==> src/common/cfb_pkg.sv <==
package cfb_pkg;

  // ==========================================================
  // Sizes
  localparam int NUM_PAIRS  = 6;
  localparam int NUM_BYTES  = 8;
  localparam int FIFO_DEPTH = 8;

  // ==========================================================
  // Timing
  localparam int  CLK_MHZ          = 125;
  localparam int  DRIVE_US         = 300;
  localparam int  STAB_MS          = 6;
  localparam int  DRIVE_CYCLES     = DRIVE_US * CLK_MHZ;
  localparam int  STAB_CYCLES      = STAB_MS * 1000 * CLK_MHZ;
  localparam int  SMB_MAX_KHZ      = 400;
  localparam logic [7:0] REF_TIMEOUT = 8'h40;

  // ==========================================================
  // Bus address choices
  localparam logic [6:0] ADDR_LOW  = 7'h6b;
  localparam logic [6:0] ADDR_MID  = 7'h6c;
  localparam logic [6:0] ADDR_HIGH = 7'h6d;
  localparam logic [1:0] SEL_LOW   = 2'h0;
  localparam logic [1:0] SEL_MID   = 2'h1;
  localparam logic [1:0] SEL_HIGH  = 2'h2;

  // ==========================================================
  // Register map, byte addresses and status bit positions
  localparam logic [5:0] OFS_CFG_LAST = 6'h1c;
  localparam logic [5:0] OFS_STATUS   = 6'h20;
  localparam int STAT_AWAKE   = 0;
  localparam int STAT_VALID   = 1;
  localparam int STAT_REF_RUN = 2;
  localparam int STAT_ADDR_LO = 8;

  // ==========================================================
  // Reset values of the configuration bytes
  localparam logic [7:0] RST_BYTE0 = 8'hff;
  localparam logic [7:0] RST_OTHER = 8'h00;

  // ==========================================================
  // Types
  typedef struct packed {
    logic [7:0] index;
    logic [7:0] data;
  } cfb_wr_t;

  typedef enum logic [3:0] {
    ST_IDLE   = 4'h0,
    ST_ADDR   = 4'h1,
    ST_INDEX  = 4'h2,
    ST_COUNT  = 4'h3,
    ST_DATA   = 4'h4,
    ST_ACK    = 4'h5,
    ST_IGNORE = 4'h6
  } cfb_bus_state_t;

endpackage : cfb_pkg

==> src/hw/cfb_top.sv <==
// Decided for this implementation: the Avalon-MM register port and the address map.
`timescale 1ns/1ps

// ==========================================================
// Write buffer between bus target and register bytes
module cfb_fifo #(
  parameter int WIDTH = 16,
  parameter int DEPTH = 8
) (
  input  wire logic             clock_i,
  input  wire logic             rst_n_i,
  input  wire logic             in_valid_i,
  output logic                  in_ready_o,
  input  wire logic [WIDTH-1:0] in_data_i,
  output logic                  out_valid_o,
  input  wire logic             out_ready_i,
  output logic      [WIDTH-1:0] out_data_o
);
  localparam int AW = $clog2(DEPTH);
  logic [WIDTH-1:0] mem [DEPTH];
  logic [AW:0]      wr_ptr;
  logic [AW:0]      rd_ptr;
  wire              full  = (wr_ptr[AW] != rd_ptr[AW]) &&
                            (wr_ptr[AW-1:0] == rd_ptr[AW-1:0]);
  wire              empty = (wr_ptr == rd_ptr);
  wire              push  = in_valid_i && !full;
  wire              pop   = out_ready_i && !empty;
  assign in_ready_o  = !full;
  assign out_valid_o = !empty;
  assign out_data_o  = mem[rd_ptr[AW-1:0]];
  always_ff @(posedge clock_i)
  begin
    if (push)
      mem[wr_ptr[AW-1:0]] <= in_data_i;
  end
  always_ff @(posedge clock_i)
  begin
    if (!rst_n_i)
    begin
      wr_ptr <= '0;
      rd_ptr <= '0;
    end
    else
    begin
      wr_ptr <= wr_ptr + (AW+1)'(push);
      rd_ptr <= rd_ptr + (AW+1)'(pop);
    end
  end
endmodule : cfb_fifo

// ==========================================================
// Fanout buffer control: bus target, output gating, power
module cfb_top #(
  parameter int DRIVE_CNT = cfb_pkg::DRIVE_CYCLES,
  parameter int STAB_CNT  = cfb_pkg::STAB_CYCLES
) (
  input  wire logic                           clock_i,
  input  wire logic                           rst_n_i,
  // Avalon-MM slave
  input  wire logic [5:0]                     avs_address_i,
  input  wire logic                           avs_read_i,
  input  wire logic                           avs_write_i,
  input  wire logic [31:0]                    avs_writedata_i,
  output logic      [31:0]                    avs_readdata_o,
  output logic                                avs_waitrequest_o,
  // Management bus pins
  input  wire logic                           scl_i,
  input  wire logic                           sda_i,
  output logic                                sda_o,
  output logic                                sda_oe_o,
  // Device pins
  input  wire logic                           ref_clock_i,
  input  wire logic                           powergood_sleep_n_i,
  input  wire logic [1:0]                     bus_addr_select_i,
  input  wire logic [cfb_pkg::NUM_PAIRS-1:0]  pair_enable_n_i,
  output logic      [cfb_pkg::NUM_PAIRS-1:0]  diff_clock_output_t_o,
  output logic      [cfb_pkg::NUM_PAIRS-1:0]  diff_clock_output_c_o
);
  import cfb_pkg::*;
  // ========================================================
  // Pin synchronisers; the strap is read once but still synced
  logic [1:0] scl_q, sda_q, ref_q, pg_q;
  logic [1:0] oe_q [NUM_PAIRS];
  logic [3:0] sel_q;
  logic       scl_d, sda_d, ref_d;
  always_ff @(posedge clock_i)
  begin
    sel_q <= {sel_q[1:0], bus_addr_select_i};
    scl_q <= {scl_q[0], scl_i};
    sda_q <= {sda_q[0], sda_i};
    ref_q <= {ref_q[0], ref_clock_i};
    pg_q  <= {pg_q[0], powergood_sleep_n_i};
    scl_d <= scl_q[1];
    sda_d <= sda_q[1];
    ref_d <= ref_q[1];
    for (int i = 0; i < NUM_PAIRS; i++)
      oe_q[i] <= {oe_q[i][0], pair_enable_n_i[i]};
  end
  wire scl_rise = scl_q[1] && !scl_d;
  wire scl_fall = !scl_q[1] && scl_d;
  wire start_c  = scl_q[1] && scl_d && sda_d && !sda_q[1];
  wire stop_c   = scl_q[1] && scl_d && !sda_d && sda_q[1];
  wire ref_rise = ref_q[1] && !ref_d;
  // ========================================================
  // Reference clock activity
  logic [7:0] ref_idle;
  wire        ref_running = (ref_idle < REF_TIMEOUT);
  always_ff @(posedge clock_i)
  begin
    if (!rst_n_i)
      ref_idle <= REF_TIMEOUT;
    else if (ref_rise)
      ref_idle <= 8'h00;
    else if (ref_running)
      ref_idle <= ref_idle + 8'h01;
  end

  // ========================================================
  // Power sequencing
  logic        started, awake, valid;
  logic [1:0]  addr_sel;
  logic [31:0] wake_cnt;
  wire         pg_high = pg_q[1];
  function automatic logic [6:0] sel_addr(input logic [1:0] s);
    case (s)
      SEL_LOW:  sel_addr = ADDR_LOW;
      SEL_MID:  sel_addr = ADDR_MID;
      SEL_HIGH: sel_addr = ADDR_HIGH;
      default:  sel_addr = ADDR_MID;
    endcase
  endfunction : sel_addr
  wire [6:0] my_addr = sel_addr(addr_sel);
  always_ff @(posedge clock_i)
  begin
    if (!rst_n_i)
    begin
      started  <= 1'b0;
      addr_sel <= SEL_MID;
      wake_cnt <= '0;
      awake    <= 1'b0;
      valid    <= 1'b0;
    end
    else if (!pg_high)
    begin
      wake_cnt <= '0;
      awake    <= 1'b0;
      valid    <= 1'b0;
    end
    else
    begin
      if (!started)
      begin
        started  <= 1'b1;
        addr_sel <= sel_q[3:2];
      end
      if (wake_cnt < 32'(STAB_CNT))
        wake_cnt <= wake_cnt + 32'h1;
      // Shorter of the two limits drives and validates together
      if (wake_cnt >= 32'(DRIVE_CNT - 1) ||
          wake_cnt >= 32'(STAB_CNT - 1))
      begin
        awake <= 1'b1;
        valid <= 1'b1;
      end
    end
  end

  // ========================================================
  // Configuration bytes
  logic [7:0] cfg [NUM_BYTES];

  function automatic int oe_bit(input int pair);
    oe_bit = (pair == 0) ? 0 : (pair < 4) ? pair + 1 : pair + 2;
  endfunction : oe_bit

  // ========================================================
  // Output gating, changed on reference rising edges, cleared every cycle while not valid
  logic [NUM_PAIRS-1:0] gate;
  logic                 ref_out;

  always_ff @(posedge clock_i)
  begin
    if (!rst_n_i)
    begin
      gate    <= '0;
      ref_out <= 1'b0;
    end
    else
    begin
      ref_out <= ref_q[1];
      for (int i = 0; i < NUM_PAIRS; i++)
        if (ref_rise || !valid)
          gate[i] <= valid && !oe_q[i][1] &&
                     cfg[0][oe_bit(i)];
    end
  end

  assign diff_clock_output_t_o = gate & {NUM_PAIRS{ref_out}};
  assign diff_clock_output_c_o = gate & {NUM_PAIRS{!ref_out}};

  // ========================================================
  // Bus target
  cfb_bus_state_t state, ret_state;
  logic [3:0]     bit_cnt;
  logic [7:0]     shift, index;
  logic           ack_drv;
  logic           push;
  cfb_wr_t        push_word, pop_word;
  logic           fifo_ready, pop_valid, pop_ready;

  wire bus_on = ref_running && started;
  wire addr_hit = (shift[7:1] == my_addr) && !shift[0];

  assign sda_o    = 1'b0;
  assign sda_oe_o = ack_drv;

  always_ff @(posedge clock_i)
  begin
    if (!rst_n_i || !bus_on)
    begin
      state     <= ST_IDLE;
      ret_state <= ST_IDLE;
      bit_cnt   <= 4'h0;
      shift     <= 8'h00;
      index     <= 8'h00;
      ack_drv   <= 1'b0;
      push      <= 1'b0;
      push_word <= '0;
    end
    else
    begin
      push <= 1'b0;
      if (start_c)
      begin
        state   <= ST_ADDR;
        bit_cnt <= 4'h0;
        ack_drv <= 1'b0;
      end
      else if (stop_c)
      begin
        state   <= ST_IDLE;
        ack_drv <= 1'b0;
      end
      else if (scl_rise && state != ST_ACK && bit_cnt < 4'h8)
      begin
        shift   <= {shift[6:0], sda_q[1]};
        bit_cnt <= bit_cnt + 4'h1;
      end
      else if (scl_fall && bit_cnt == 4'h8)
      begin
        bit_cnt <= 4'h0;
        case (state)
          ST_ADDR:
          begin
            ack_drv   <= addr_hit;
            state     <= addr_hit ? ST_ACK : ST_IGNORE;
            ret_state <= ST_INDEX;
          end
          ST_INDEX:
          begin
            index     <= shift;
            ack_drv   <= 1'b1;
            state     <= ST_ACK;
            ret_state <= ST_COUNT;
          end
          ST_COUNT:
          begin
            ack_drv   <= 1'b1;
            state     <= ST_ACK;
            ret_state <= ST_DATA;
          end
          ST_DATA:
          begin
            // Full buffer refuses the byte rather than dropping it
            ack_drv   <= fifo_ready;
            push      <= fifo_ready;
            push_word <= '{index: index, data: shift};
            index     <= index + 8'(fifo_ready);
            state     <= ST_ACK;
            ret_state <= ST_DATA;
          end
          default:
            state <= ST_IGNORE;
        endcase
      end
      else if (scl_fall && state == ST_ACK)
      begin
        ack_drv <= 1'b0;
        state   <= ret_state;
      end
    end
  end
  cfb_fifo #(
    .WIDTH ($bits(cfb_wr_t)),
    .DEPTH (FIFO_DEPTH)
  ) cfb_fifo_inst (
    .clock_i     (clock_i),
    .rst_n_i     (rst_n_i),
    .in_valid_i  (push),
    .in_ready_o  (fifo_ready),
    .in_data_i   (push_word),
    .out_valid_o (pop_valid),
    .out_ready_i (pop_ready),
    .out_data_o  (pop_word)
  );

  // ========================================================
  // Avalon-MM slave, one wait state per access
  logic ack_q;
  wire  acc      = avs_read_i || avs_write_i;
  wire  cfg_hit  = (avs_address_i <= OFS_CFG_LAST) &&
                   (avs_address_i[1:0] == 2'h0);
  wire  sw_wr    = avs_write_i && ack_q && cfg_hit;
  wire  [2:0] sw_idx = avs_address_i[4:2];
  // Software write has priority; bus bytes wait one cycle
  assign pop_ready = !sw_wr;
  wire  [31:0] status_word = {16'h0000, 1'b0, my_addr, 5'h00,
                              ref_running, valid, awake};

  assign avs_waitrequest_o = acc && !ack_q;

  always_ff @(posedge clock_i)
  begin
    if (!rst_n_i)
    begin
      ack_q          <= 1'b0;
      avs_readdata_o <= 32'h0000_0000;
      cfg[0]         <= RST_BYTE0;
      for (int i = 1; i < NUM_BYTES; i++)
        cfg[i] <= RST_OTHER;
    end
    else
    begin
      ack_q <= acc && !ack_q;
      if (avs_read_i && !ack_q)
        avs_readdata_o <= cfg_hit ? {24'h000000, cfg[sw_idx]} :
                          (avs_address_i == OFS_STATUS) ?
                          status_word : 32'h0000_0000;
      if (sw_wr)
        cfg[sw_idx] <= avs_writedata_i[7:0];
      else if (pop_valid && pop_word.index < 8'(NUM_BYTES))
        cfg[pop_word.index[2:0]] <= pop_word.data;
    end
  end

endmodule : cfb_top

==> config.mk <==
export PLATFORM = sky130hd
export DESIGN_NAME = cfb_top
export DESIGN_NICKNAME = d
export VERILOG_FILES = /design/src/common/cfb_pkg.sv /design/src/hw/cfb_top.sv
export SDC_FILE = /design/constraint.sdc
export NUM_CORES = 1
export LEC_CHECK = 0
export ABC_AREA = 1
export BUFFER_PORTS_ARGS = -buffer_cell sky130_fd_sc_hd__clkbuf_2
export CELL_PAD_IN_SITES_DETAIL_PLACEMENT = 0
export CELL_PAD_IN_SITES_GLOBAL_PLACEMENT = 1
export CORE_ASPECT_RATIO = 2
export CORE_MARGIN = 2
export CORE_UTILIZATION = 46
export DETAILED_ROUTE_END_ITERATION = 12
export PLACE_DENSITY_LB_ADDON = 0.1
export SLEW_MARGIN = 5
export SYNTH_ARGS = -nofsm -noshare
export SYNTH_HDL_FRONTEND = slang
export SYNTH_SLANG_ARGS = --single-unit
==> constraint.sdc <==
create_clock -name clock_i -period 3.8 [get_ports clock_i]
set_input_delay 0.38 -clock clock_i [delete_from_list [all_inputs] [get_ports clock_i]]
set_output_delay 0.38 -clock clock_i [all_outputs]
set_load 0.05 [all_outputs]
* Word-level counts from Yosys, hierarchy flattened
Memories as Yosys holds them, arrays and structs flattened. A register that Yosys moved wholly into a read port is not among the register bits. Index checks and enable logic that the tools add are counted.
Cells by class: multipliers 0, shift operators 0, $lt $le $gt $ge 7, multiplexer cells 36, reductions and logical operators 86, equal/unequal tests 15, divide/modulo/power cells 0, bitwise gates (word level) 9, add/sub/neg operators 6
Operators by type and width (number):
- logical AND 1 bit | 35
- adder 32 x 1 -> 32 bit (second input constant) | 1
- greater-or-equal comparator 32 x 16 -> 1 bit (second input constant) | 1
- greater-or-equal comparator 32 x 20 -> 1 bit (second input constant) | 1
- < comparator 32 x 20 -> 1 bit (second input constant) | 1
- 2-to-1 mux 15 bit | 2
- zero test 1 bit | 20
- 2-to-1 mux 1 bit | 17
- 2-to-1 mux 4 bit | 4
- 2-to-1 mux 8 bit | 2
- case mux 8 bit (2 select lines) | 1
- OR reduction 8 bit | 2
- AND reduction 5 bit | 3
- 2-to-1 mux 7 bit | 2
- bitwise AND 6 bit | 2
- case mux 4 bit (3 select lines) | 1
- AND reduction 2 bit | 5
- 2-to-1 mux 3 bit | 3
- adder 4 x 1 -> 4 bit | 2
- adder 8 x 1 -> 8 bit | 1
- adder 8 x 1 -> 8 bit (second input constant) | 1
- equality test 4 x 2 -> 1 bit (second input constant) | 2
- equality test 4 x 3 -> 1 bit (second input constant) | 2
- < comparator 8 x 4 -> 1 bit (second input constant) | 1
- other kinds (29) | 47
Word-level totals: register bits after elaboration 153, RAM bits 204, input bits 54, ROM bits 0, logic and storage cells 192, bits in latches 0, memories 3, output and inout bits 47
Memories:
- cfb_fifo_inst.mem | depth 8, bits a word 16, rd ports 1, clocked after memory_dff 1, write ports 1, RTL line cfb_top.sv:20 | logic [WIDTH-1:0] mem [DEPTH];
- cfg | depth 8, bits a word 8, rd ports 2, clocked after memory_dff 0, write ports 8, RTL line cfb_top.sv:170 | logic [7:0] cfg [NUM_BYTES];
- oe_q | depth 6, bits a word 2, rd ports 6, clocked after memory_dff 0, write ports 6, RTL line cfb_top.sv:83 | logic [1:0] oe_q [NUM_PAIRS];

* Depth between registers and ports, before layout
Gate-level depths: netlist of the first run.
depth after elaboration 10, gate-level depth with buffers 15, mapped depth without buffers 14

* By module
From an unflattened synthesis of the first run, not the netlist that was laid out.
Second synthesis, totals: cell total of the unflattened synthesis 1516, area, all modules 14386.3 µm²
Modules (own cells, without submodules):
- cfb_top | area each 8834.7 µm², cells each 1047, instances 1
- cfb_fifo | area each 5551.6 µm², cells each 469, instances 1

* Least setup slack after synthesis of the first run
OpenSTA, ideal clock, no wires.
path kind flip-flop to flip-flop, from register cfb_fifo_inst.rd_ptr[0], to memory cfg[6][0] (enable), path slack 1.630 ns, path buffers 2, stages on the path, launching flop included 15, data arrival time 1.841 ns, cell sequence dfxtp_1 -> inv_2 -> buf_6 -> nor2_2 -> nand3_1 -> nand2_1 -> nand2_1 -> nand3_2 -> nand3_4 -> nand2_1 -> nand2_2 -> nor2_4 -> buf_6 -> nand2_8 -> nand2_1
RTL lines:
- start, declared | RTL line cfb_top.sv:22 | logic [AW:0] rd_ptr;
- start signal, assigned | RTL line cfb_top.sv:46 | rd_ptr <= rd_ptr + (AW+1)'(pop);
- end, declared | RTL line cfb_top.sv:170

==> results.md, run 1 <==
• **result of the run** finished clean
• **Period minus WS final** 2.787 ns
• **number of buffers created by CTS** 30
• **post-synthesis mux area share** 0
• **maximum number of pins on one net before global-route repair** 35
• **Required @ worst endpoint** 4.02 ns
• **sequential-to-total area share from yosys stat** 0.6171
• **worst setup timing slack at the placement stage** 1.004 ns
• **final core utilization** 0.5241
• **number of flip-flops and latches in the synthesized netlist** 335
• **Most Used Layer, Global Route** met2
• **GR Util met3** 0.02008
• **MaxCap Viol Count** 0
• **Final Slew Violations** 0
• **most used flip-flop cell after synthesis** sky130_fd_sc_hd__edfxtp_1
• **sum of routed wire length over all layers** 34120 um
• **average wire length per cell after detail routing** 17.84 um
• **buffer cell driving the clock tree root** sky130_fd_sc_hd__clkbuf_16
• **synthesized-area fraction occupied by xor and xnor cells** 0.009396
• **number of port buffers** 57
• **worst-case headroom to the max-slew limit** 0.4231
• **Setup Skew** 0.02817 ns
• **dominant combinational cell family by area after synthesis** simple AND/OR/NAND/NOR gates
• **power density over cell area** 476.2 nW/um2
• **fill cell count** 2763
• **area taken by flip-flops and latches** 8628 um2
• **Post-Route Setup TNS** 0 ns
• **via count** 10080
• **kind of start point of the critical path** flop
• **buffer and inverter count on the worst path** 2
• **highest clock frequency the design can meet** 358.8 MHz
• **fraction of the cycle the final worst path needs** 0.7335
• **number of nets with antenna violations after detailed routing** 0
• **Tightest Hold Check Type** input pin to flop
• **slowest stage cell, crit path** sky130_fd_sc_hd__inv_2
• **Final setup viols** 0
• **setup repair after global routing missed its margin** false
• **fraction of the mapped netlist area in compound gates** 0.1129
• **clock net sink count** 335
• **met1 usage** 0.2178
• **die outline height** 250.6 um
• **yosys warns** 0
• **library cell appearing most often on the critical path** sky130_fd_sc_hd__nand2_1
• **Async S/R FF share, synth** 0
• **row cnt** 90
• **leakage component of the power** 5.755 nW
• **cts-stage hold buffer count** 12
• **final antenna diode count** 0
• **floorplan core area** 30070 um2
• **crit end category** flop
• **Netlist Area Pre-Place** 13980 um2
• **Crit Path Category** flop to flop
• **area of the multi-input gates** 4541 um2
• **Critical Path AT** 3.01 ns
• **net count of the finished layout** 1585
• **post-synthesis cell type count** 47
• **gate count after technology mapping** 1453
• **fraction of layout instances using a drive strength above 1** 0.1191
• **maximum fanout encountered on the critical timing path** 25
• **worst skew pair latency** 0.58 ns
• **Worst Setup Slack, final** 1.013 ns
• **Die Span X** 127.3 um
• **total power draw** 7.504 mW
• **CTS tree** done
• **Post-synth EDFFs** 192
• **vias in the first global route** 9838
• **GP Congestion** 0.8380
• **dominant delay contributor by cell family on the critical path** simple AND/OR/NAND/NOR gates
• **number of DRC violations after detailed-routing iteration 0** 568
• **post-synthesis simple-gate area fraction** 0.1878
• **area grow syn2layout** 12.71%
• **wire length of the first global-routing pass** 53180 um
• **Detailed Place HPWL** 24580 um
• **final-layout worst hold slack** 0.1569 ns
• **CTS resizes** 0
• **final hold violations** 0
• **number of levels in the clock H-tree** 1
• **deepest clock path buffer count** 3
• **setup fix buffers added after clock tree synthesis** 0
• **I/O pin count** 101
• **largest stage delay on the critical path** 0.37 ns
• **via/cell ratio** 5.271
• **All-Layer GR Usage** 0.2163
• **area share of fa/ha/maj cells after synthesis** 0.008949
• **largest vdd supply drop** 0.3671 mV
• **number of antenna violations at the first check in global routing** 0
• **starting density of the core** 0.4650
• **transition time at the pin with the least slew margin** 0.8588 ns
• **full die area** 31890 um2
• **total overflow reported by the global router** 0
• **DRC** 0
• **GRT met2 Usage** 0.4325
• **Reg clk slew, reported paths** 0.07 ns
• **Pre-Repair DR Iteration Count** 6
• **cell-by-cell trace of the critical path** inv_2 -> nand2_1 -> nand2_1 -> nor2_1 -> nand2_1 -> nand2_1 -> nor2_4 -> nand3_4 -> nand2_1 -> nand2_2 -> nor2_4 -> buf_4 -> nand2_1 -> nand2_1
• **synthesized area per cell** 9.623 um2
-- state kept, by name, summed over array words and instances, names as in the netlist, 4 cells and up --
signal	cells
cfb_fifo_inst.mem	128
cfg	64
wake_cnt	32
push_word	16
avs_readdata_o	12
oe_q	12
index	8
ref_idle	8
shift	8
gate	6
bit_cnt	4
cfb_fifo_inst.rd_ptr	4
cfb_fifo_inst.wr_ptr	4
sel_q	4
-- worst min-delay path: stages --
cell and delay, ns:
sky130_fd_sc_hd__clkbuf_2 0.10, sky130_fd_sc_hd__nor2_1 0.12, sky130_fd_sc_hd__nor3_1 0.06
-- final timing paths --
check	slack (ns)	cells past startpoint	endpoint	startpoint
worst min-delay path	0.16	3	ack_q	avs_read_i
worst max register to register	1.01	14	cfg[0][7]	cfb_fifo_inst.rd_ptr[0]
worst min register to register	0.33	0	sel_q[3]	sel_q[1]
worst max-delay path	1.01	14	cfg[0][7]	cfb_fifo_inst.rd_ptr[0]
-- area by class of cell --
cell class	instances	area share
Timing Repair Buffer	92	0.03668
Inverter	132	0.03160
Clock inverter	18	0.01405
Tap cell	368	0.02922
Sequential cell	335	0.5475
Clock buffer	38	0.05280
Multi-Input combinational cell	930	0.2881
-- cell families (layout without fill, tap and decap cells) --
family,Yosys count,after routing
compound gates,278,278
xor+xnor,15,15
fa+ha+maj,10,10
buf+inv,206,280
flops,335,335
other cells,1,19
simple gates,608,608
-- cells in the mapped netlist, types with 2 or more instances --
cell,instances,area [um2]
sky130_fd_sc_hd__edfxtp_1,192,5766
sky130_fd_sc_hd__nor2_4,7,78.83
sky130_fd_sc_hd__or2_2,2,12.51
sky130_fd_sc_hd__nand2_2,9,56.30
sky130_fd_sc_hd__nor4_1,3,18.77
sky130_fd_sc_hd__a31oi_1,7,43.79
sky130_fd_sc_hd__buf_4,22,165.2
sky130_fd_sc_hd__nand4_1,17,106.4
sky130_fd_sc_hd__nor3_1,21,105.1
sky130_fd_sc_hd__buf_6,3,33.78
sky130_fd_sc_hd__nor2_1,227,852.1
sky130_fd_sc_hd__nand3_2,2,20.02
sky130_fd_sc_hd__inv_1,124,465.5
sky130_fd_sc_hd__nand3_1,62,310.3
sky130_fd_sc_hd__o21ai_2,8,70.07
sky130_fd_sc_hd__buf_1,5,18.77
sky130_fd_sc_hd__nand2_4,4,45.04
sky130_fd_sc_hd__nor2_2,11,68.82
sky130_fd_sc_hd__nand3b_1,2,15.01
sky130_fd_sc_hd__nand2_1,238,893.4
sky130_fd_sc_hd__o211ai_1,12,90.09
sky130_fd_sc_hd__buf_2,6,30.03
sky130_fd_sc_hd__clkbuf_1,38,142.6
sky130_fd_sc_hd__xnor2_1,5,43.79
sky130_fd_sc_hd__ha_1,10,125.1
sky130_fd_sc_hd__dfxtp_1,143,2863
sky130_fd_sc_hd__inv_2,6,22.52
sky130_fd_sc_hd__xor2_1,10,87.58
sky130_fd_sc_hd__a21oi_1,90,450.4
sky130_fd_sc_hd__o221ai_1,22,192.7
sky130_fd_sc_hd__o22ai_1,6,37.54
sky130_fd_sc_hd__o21ai_0,124,620.6
-- through the flow --
stage | cell area, um2 | std cells
after floorplan | 14050 | 1471
after global placement | 14590 | 1845
after detailed placement | 14590 | 1845
after CTS | 15760 | 1913
after global routing | 15760 | 1913
final | 15760 | 1913
-- layout by cell type, fill, tap and decap left out, types with 2 or more instances in the layout --
| cell type | instances |
|---|---|
| sky130_fd_sc_hd__a21oi_1 | 90 |
| sky130_fd_sc_hd__a31oi_1 | 7 |
| sky130_fd_sc_hd__buf_4 | 23 |
| sky130_fd_sc_hd__bufinv_16 | 4 |
| sky130_fd_sc_hd__clkbuf_1 | 4 |
| sky130_fd_sc_hd__clkbuf_16 | 31 |
| sky130_fd_sc_hd__clkbuf_2 | 57 |
| sky130_fd_sc_hd__clkbuf_8 | 3 |
| sky130_fd_sc_hd__clkinv_1 | 4 |
| sky130_fd_sc_hd__clkinv_2 | 2 |
| sky130_fd_sc_hd__clkinv_4 | 2 |
| sky130_fd_sc_hd__clkinvlp_4 | 4 |
| sky130_fd_sc_hd__conb_1 | 19 |
| sky130_fd_sc_hd__dfxtp_1 | 143 |
| sky130_fd_sc_hd__dlygate4sd3_1 | 12 |
| sky130_fd_sc_hd__edfxtp_1 | 192 |
| sky130_fd_sc_hd__ha_1 | 10 |
| sky130_fd_sc_hd__inv_1 | 124 |
| sky130_fd_sc_hd__inv_2 | 6 |
| sky130_fd_sc_hd__nand2_1 | 238 |
| sky130_fd_sc_hd__nand2_2 | 9 |
| sky130_fd_sc_hd__nand2_4 | 4 |
| sky130_fd_sc_hd__nand3_1 | 62 |
| sky130_fd_sc_hd__nand3_2 | 2 |
| sky130_fd_sc_hd__nand3b_1 | 2 |
| sky130_fd_sc_hd__nand4_1 | 17 |
| sky130_fd_sc_hd__nor2_1 | 226 |
| sky130_fd_sc_hd__nor2_2 | 12 |
| sky130_fd_sc_hd__nor2_4 | 7 |
| sky130_fd_sc_hd__nor3_1 | 20 |
| sky130_fd_sc_hd__nor4_1 | 3 |
| sky130_fd_sc_hd__o211ai_1 | 12 |
| sky130_fd_sc_hd__o21ai_0 | 124 |
| sky130_fd_sc_hd__o21ai_2 | 8 |
| sky130_fd_sc_hd__o221ai_1 | 22 |
| sky130_fd_sc_hd__o22ai_1 | 6 |
| sky130_fd_sc_hd__or2_2 | 2 |
| sky130_fd_sc_hd__xnor2_1 | 5 |
| sky130_fd_sc_hd__xor2_1 | 10 |
-- layer usage --
metal	vias to the layer above	wire (um)
met5	-	0
li1	5013	-
met4	0	1536
met3	71	1043
met1	4792	11840
met2	208	19700
-- where the power goes --
group	switching, mW	total (mW)	internal (mW)
logic	0.329	0.429	0.0997
registers	0.0246	3.87	3.85
clock network	1.37	3.20	1.83
total	1.72	7.50	5.78
Power figures use the tool's default switching activity.
==> inputs of run 2 (changes only) <==
--- a/config.mk
+++ b/config.mk
@@ -11,7 +11,7 @@
 export CELL_PAD_IN_SITES_GLOBAL_PLACEMENT = 1
 export CORE_ASPECT_RATIO = 2
 export CORE_MARGIN = 2
-export CORE_UTILIZATION = 46
+export CORE_UTILIZATION = 42
 export DETAILED_ROUTE_END_ITERATION = 12
 export PLACE_DENSITY_LB_ADDON = 0.1
 export SLEW_MARGIN = 5
==> constraint.sdc (replaced) <==
create_clock -name clock_i -period 2.5 [get_ports clock_i]
set_input_delay 0.25 -clock clock_i [delete_from_list [all_inputs] [get_ports clock_i]]
set_output_delay 0.25 -clock clock_i [all_outputs]
set_load 0.05 [all_outputs]
==> results.md, run 2 (synthesis gave the netlist of run 1 again) <==
• **result of the run** finished clean
• **internal power contribution** 8.732 mW, +51%
• **crit end category** flop
• **DRC** 0, unchanged
• **final hold violations** 0, unchanged
• **number of levels in the clock H-tree** 1, unchanged
• **worst-case headroom to the max-slew limit** 0.5646, +0.1415
• **net count of the finished layout** 1633, +3.0%
• **max FFs per register** 128, unchanged
• **commonest non-fill, non-tap cell in the layout** sky130_fd_sc_hd__nand2_1
• **die outline height** 262.0 um, +4.6%
• **deepest clock path buffer count** 3, unchanged
• **logic gate share of total power** 0.064, +0.007
• **Switching Share** 0.2321, +0.002920
• **number of nets with antenna violations after detailed routing** 0, unchanged
• **number of buffers created by CTS** 30, unchanged
• **Hold Crit Depth** 3, unchanged
• **Detailed Place HPWL** 27530 um, +12%
• **Critical Path AT** 2.60 ns, -0.41 ns
• **length in cells of the worst reg-to-reg path** 13, -1
• **highest clock frequency the design can meet** 431.7 MHz, +20%
• **CTS tree** done
• **final antenna diode count** 0, unchanged
• **floorplan core area** 32810 um2, +9.1%
• **transition time at the pin with the least slew margin** 0.6524 ns, -0.2064 ns
• **Post-Route Setup TNS** 0 ns, unchanged
• **buffer cell driving the clock tree root** sky130_fd_sc_hd__clkbuf_16
• **Pre-Repair DR Iteration Count** 5, -1
• **via count** 10150, +0.60%
• **I/O pin count** 101, unchanged
• **MaxCap Viol Count** 0, unchanged
• **clock net sink count** 335, unchanged
• **leakage component of the power** 6.024 nW, +4.7%
• **All-Layer GR Usage** 0.2149, -0.001377
• **total overflow reported by the global router** 0, unchanged
• **area grow syn2layout** 16.83%
• **Crit Path Category** flop to flop
• **proportion of power drawn by flip-flops and latches** 0.518, +0.002
• **row cnt** 94, +4.4%
• **fraction of layout instances using a drive strength above 1** 0.1507, +0.03157
• **via/cell ratio** 5.010, -5.0%
• **number of DRC violations after detailed-routing iteration 0** 481, -15%
• **sum of routed wire length over all layers** 36800 um, +7.8%
• **maximum number of pins on one net before global-route repair** 35, unchanged
• **average wire length per cell after detail routing** 18.17 um, +1.9%
• **Reg clk slew, reported paths** 0.07 ns, about the same
• **vias in the first global route** 10250, +4.2%
• **cell count after placement** 1953, +5.9%
• **Required @ worst endpoint** 2.79 ns, -1.23 ns
• **largest vdd supply drop** 0.5002 mV, +36%
• **Setup Skew** 0.01617 ns, -0.01200 ns
• **Tightest Hold Check Type** input pin to flop
• **setup repair after global routing missed its margin** false
• **Final Slew Violations** 0, unchanged
• **Die Span X** 133.0 um, +4.5%
• **Final setup viols** 0, unchanged
• **GP Congestion** 0.9643, +15%
• **share of total power in the clock network** 0.418, -0.009
• **top library cells by usage in the layout, fill and taps aside** 232 x sky130_fd_sc_hd__nand2_1, 226 x sky130_fd_sc_hd__nor2_1, 192 x sky130_fd_sc_hd__edfxtp_1
• **worst skew pair latency** 0.58 ns, about the same
• **wire length of the first global-routing pass** 56390 um, +6.0%
• **number of port buffers** 57, unchanged
• **Period minus WS final** 2.316 ns, -0.4712 ns
• **net switching power** 2.639 mW, +53%
• **number of cells in the finished layout apart from fillers** 2025, +5.9%
• **maximum fanout encountered on the critical timing path** 13, -48%
• **power density over cell area** 696.1 nW/um2, +46%
• **number of antenna violations at the first check in global routing** 0, unchanged
• **fraction of the cycle the final worst path needs** 0.9265, +0.1930
• **starting density of the core** 0.4261, -0.03894
• **kind of start point of the critical path** flop
• **full die area** 34850 um2, +9.3%
==> run 2: changes by cell type in the layout (fill, tap and decap cells not counted), sizes merged <==
cell         previous run  this run
buf                    23        70
bufinv                  4         2
clkbuf                 95        97
clkinv                  9        11
clkinvlp                5         3
dlygate4sd3            12        13
==> run 2: power groups by stage <==
stage / Combinational [mW] / Sequential, mW / Clock [mW]
floorplan: 0.465 / 6.01 / 0
global placement: 0.706 / 6.01 / 0
detailed placement: 0.711 / 6.02 / 0
CTS: 0.728 / 5.89 / 4.85
global route: 0.792 / 5.90 / 5.06
finish: 0.726 / 5.90 / 4.75
==> run 2: per-layer routing <==
metal  share of wire  vias up  track usage
li1                -     5099            -
met1            0.34     4826       0.1985
met2            0.60      146       0.4578
met3           0.023       74      0.02083
met4           0.042        0      0.09618
met5               0        -            0
==> run 2: path summary, 6_finish.rpt <==
check | start | slack (ns) | end
min reg2reg | oe_q[3][0] | 0.33 | oe_q[3][1]
min | avs_write_i | 0.03 | ack_q
max reg2reg | cfb_fifo_inst.rd_ptr[0] | 0.18 | cfg[1][0]
max | cfb_fifo_inst.rd_ptr[0] | 0.18 | cfg[1][0]
==> run 2: area by class of cell <==
type,count,area [um2]
Fill cell,3054,16480
Sequential cell,335,8630
Multi-Input combinational cell,930,4578
Timing Repair Buffer,140,1054
Clock buffer,40,870.8
Tap cell,432,540.5
Inverter,132,500.5
Clock inverter,16,162.7
==> run 2: stage by stage <==
stage	setup slack, ns	hold slack [ns]	power, mW	area, um2	util
floorplan	0.3299	0.2777	6.478	14050	-
global placement	0.08168	0.3138	6.720	15110	0.4604
detailed placement	0.04157	0.3132	6.727	15110	0.4604
CTS	0.01884	0.0004154	11.47	16270	0.4959
global route	0.01242	0.05851	11.75	16340	0.4978
finish	0.1838	0.02903	11.37	16340	0.4978
==> run 2: critical path: stages (launching register included) <==
cell and delay, ns:
sky130_fd_sc_hd__dfxtp_2 0.38, sky130_fd_sc_hd__buf_4 0.20, sky130_fd_sc_hd__buf_4 0.22, sky130_fd_sc_hd__nor2_1 0.07
sky130_fd_sc_hd__nor2_1 0.09, sky130_fd_sc_hd__o21ai_0 0.13, sky130_fd_sc_hd__nand3_1 0.09, sky130_fd_sc_hd__nand2_1 0.07
sky130_fd_sc_hd__nand4_1 0.10, sky130_fd_sc_hd__nand2_1 0.09, sky130_fd_sc_hd__nor2_4 0.29, sky130_fd_sc_hd__nand2_4 0.07
sky130_fd_sc_hd__nand2_1 0.10, sky130_fd_sc_hd__buf_12 0.13
==> run 2: repair_timing <==
| action | 4_1_cts | 5_1_grt |
|---|---|---|
| hold buffers | 13 | 0 |
| hold endpoints to repair | 13 | 0 |
| resized for setup | 0 | 12 |
| setup endpoints to repair | 0 | 81 |
| buffers inserted | 0 | 3 |
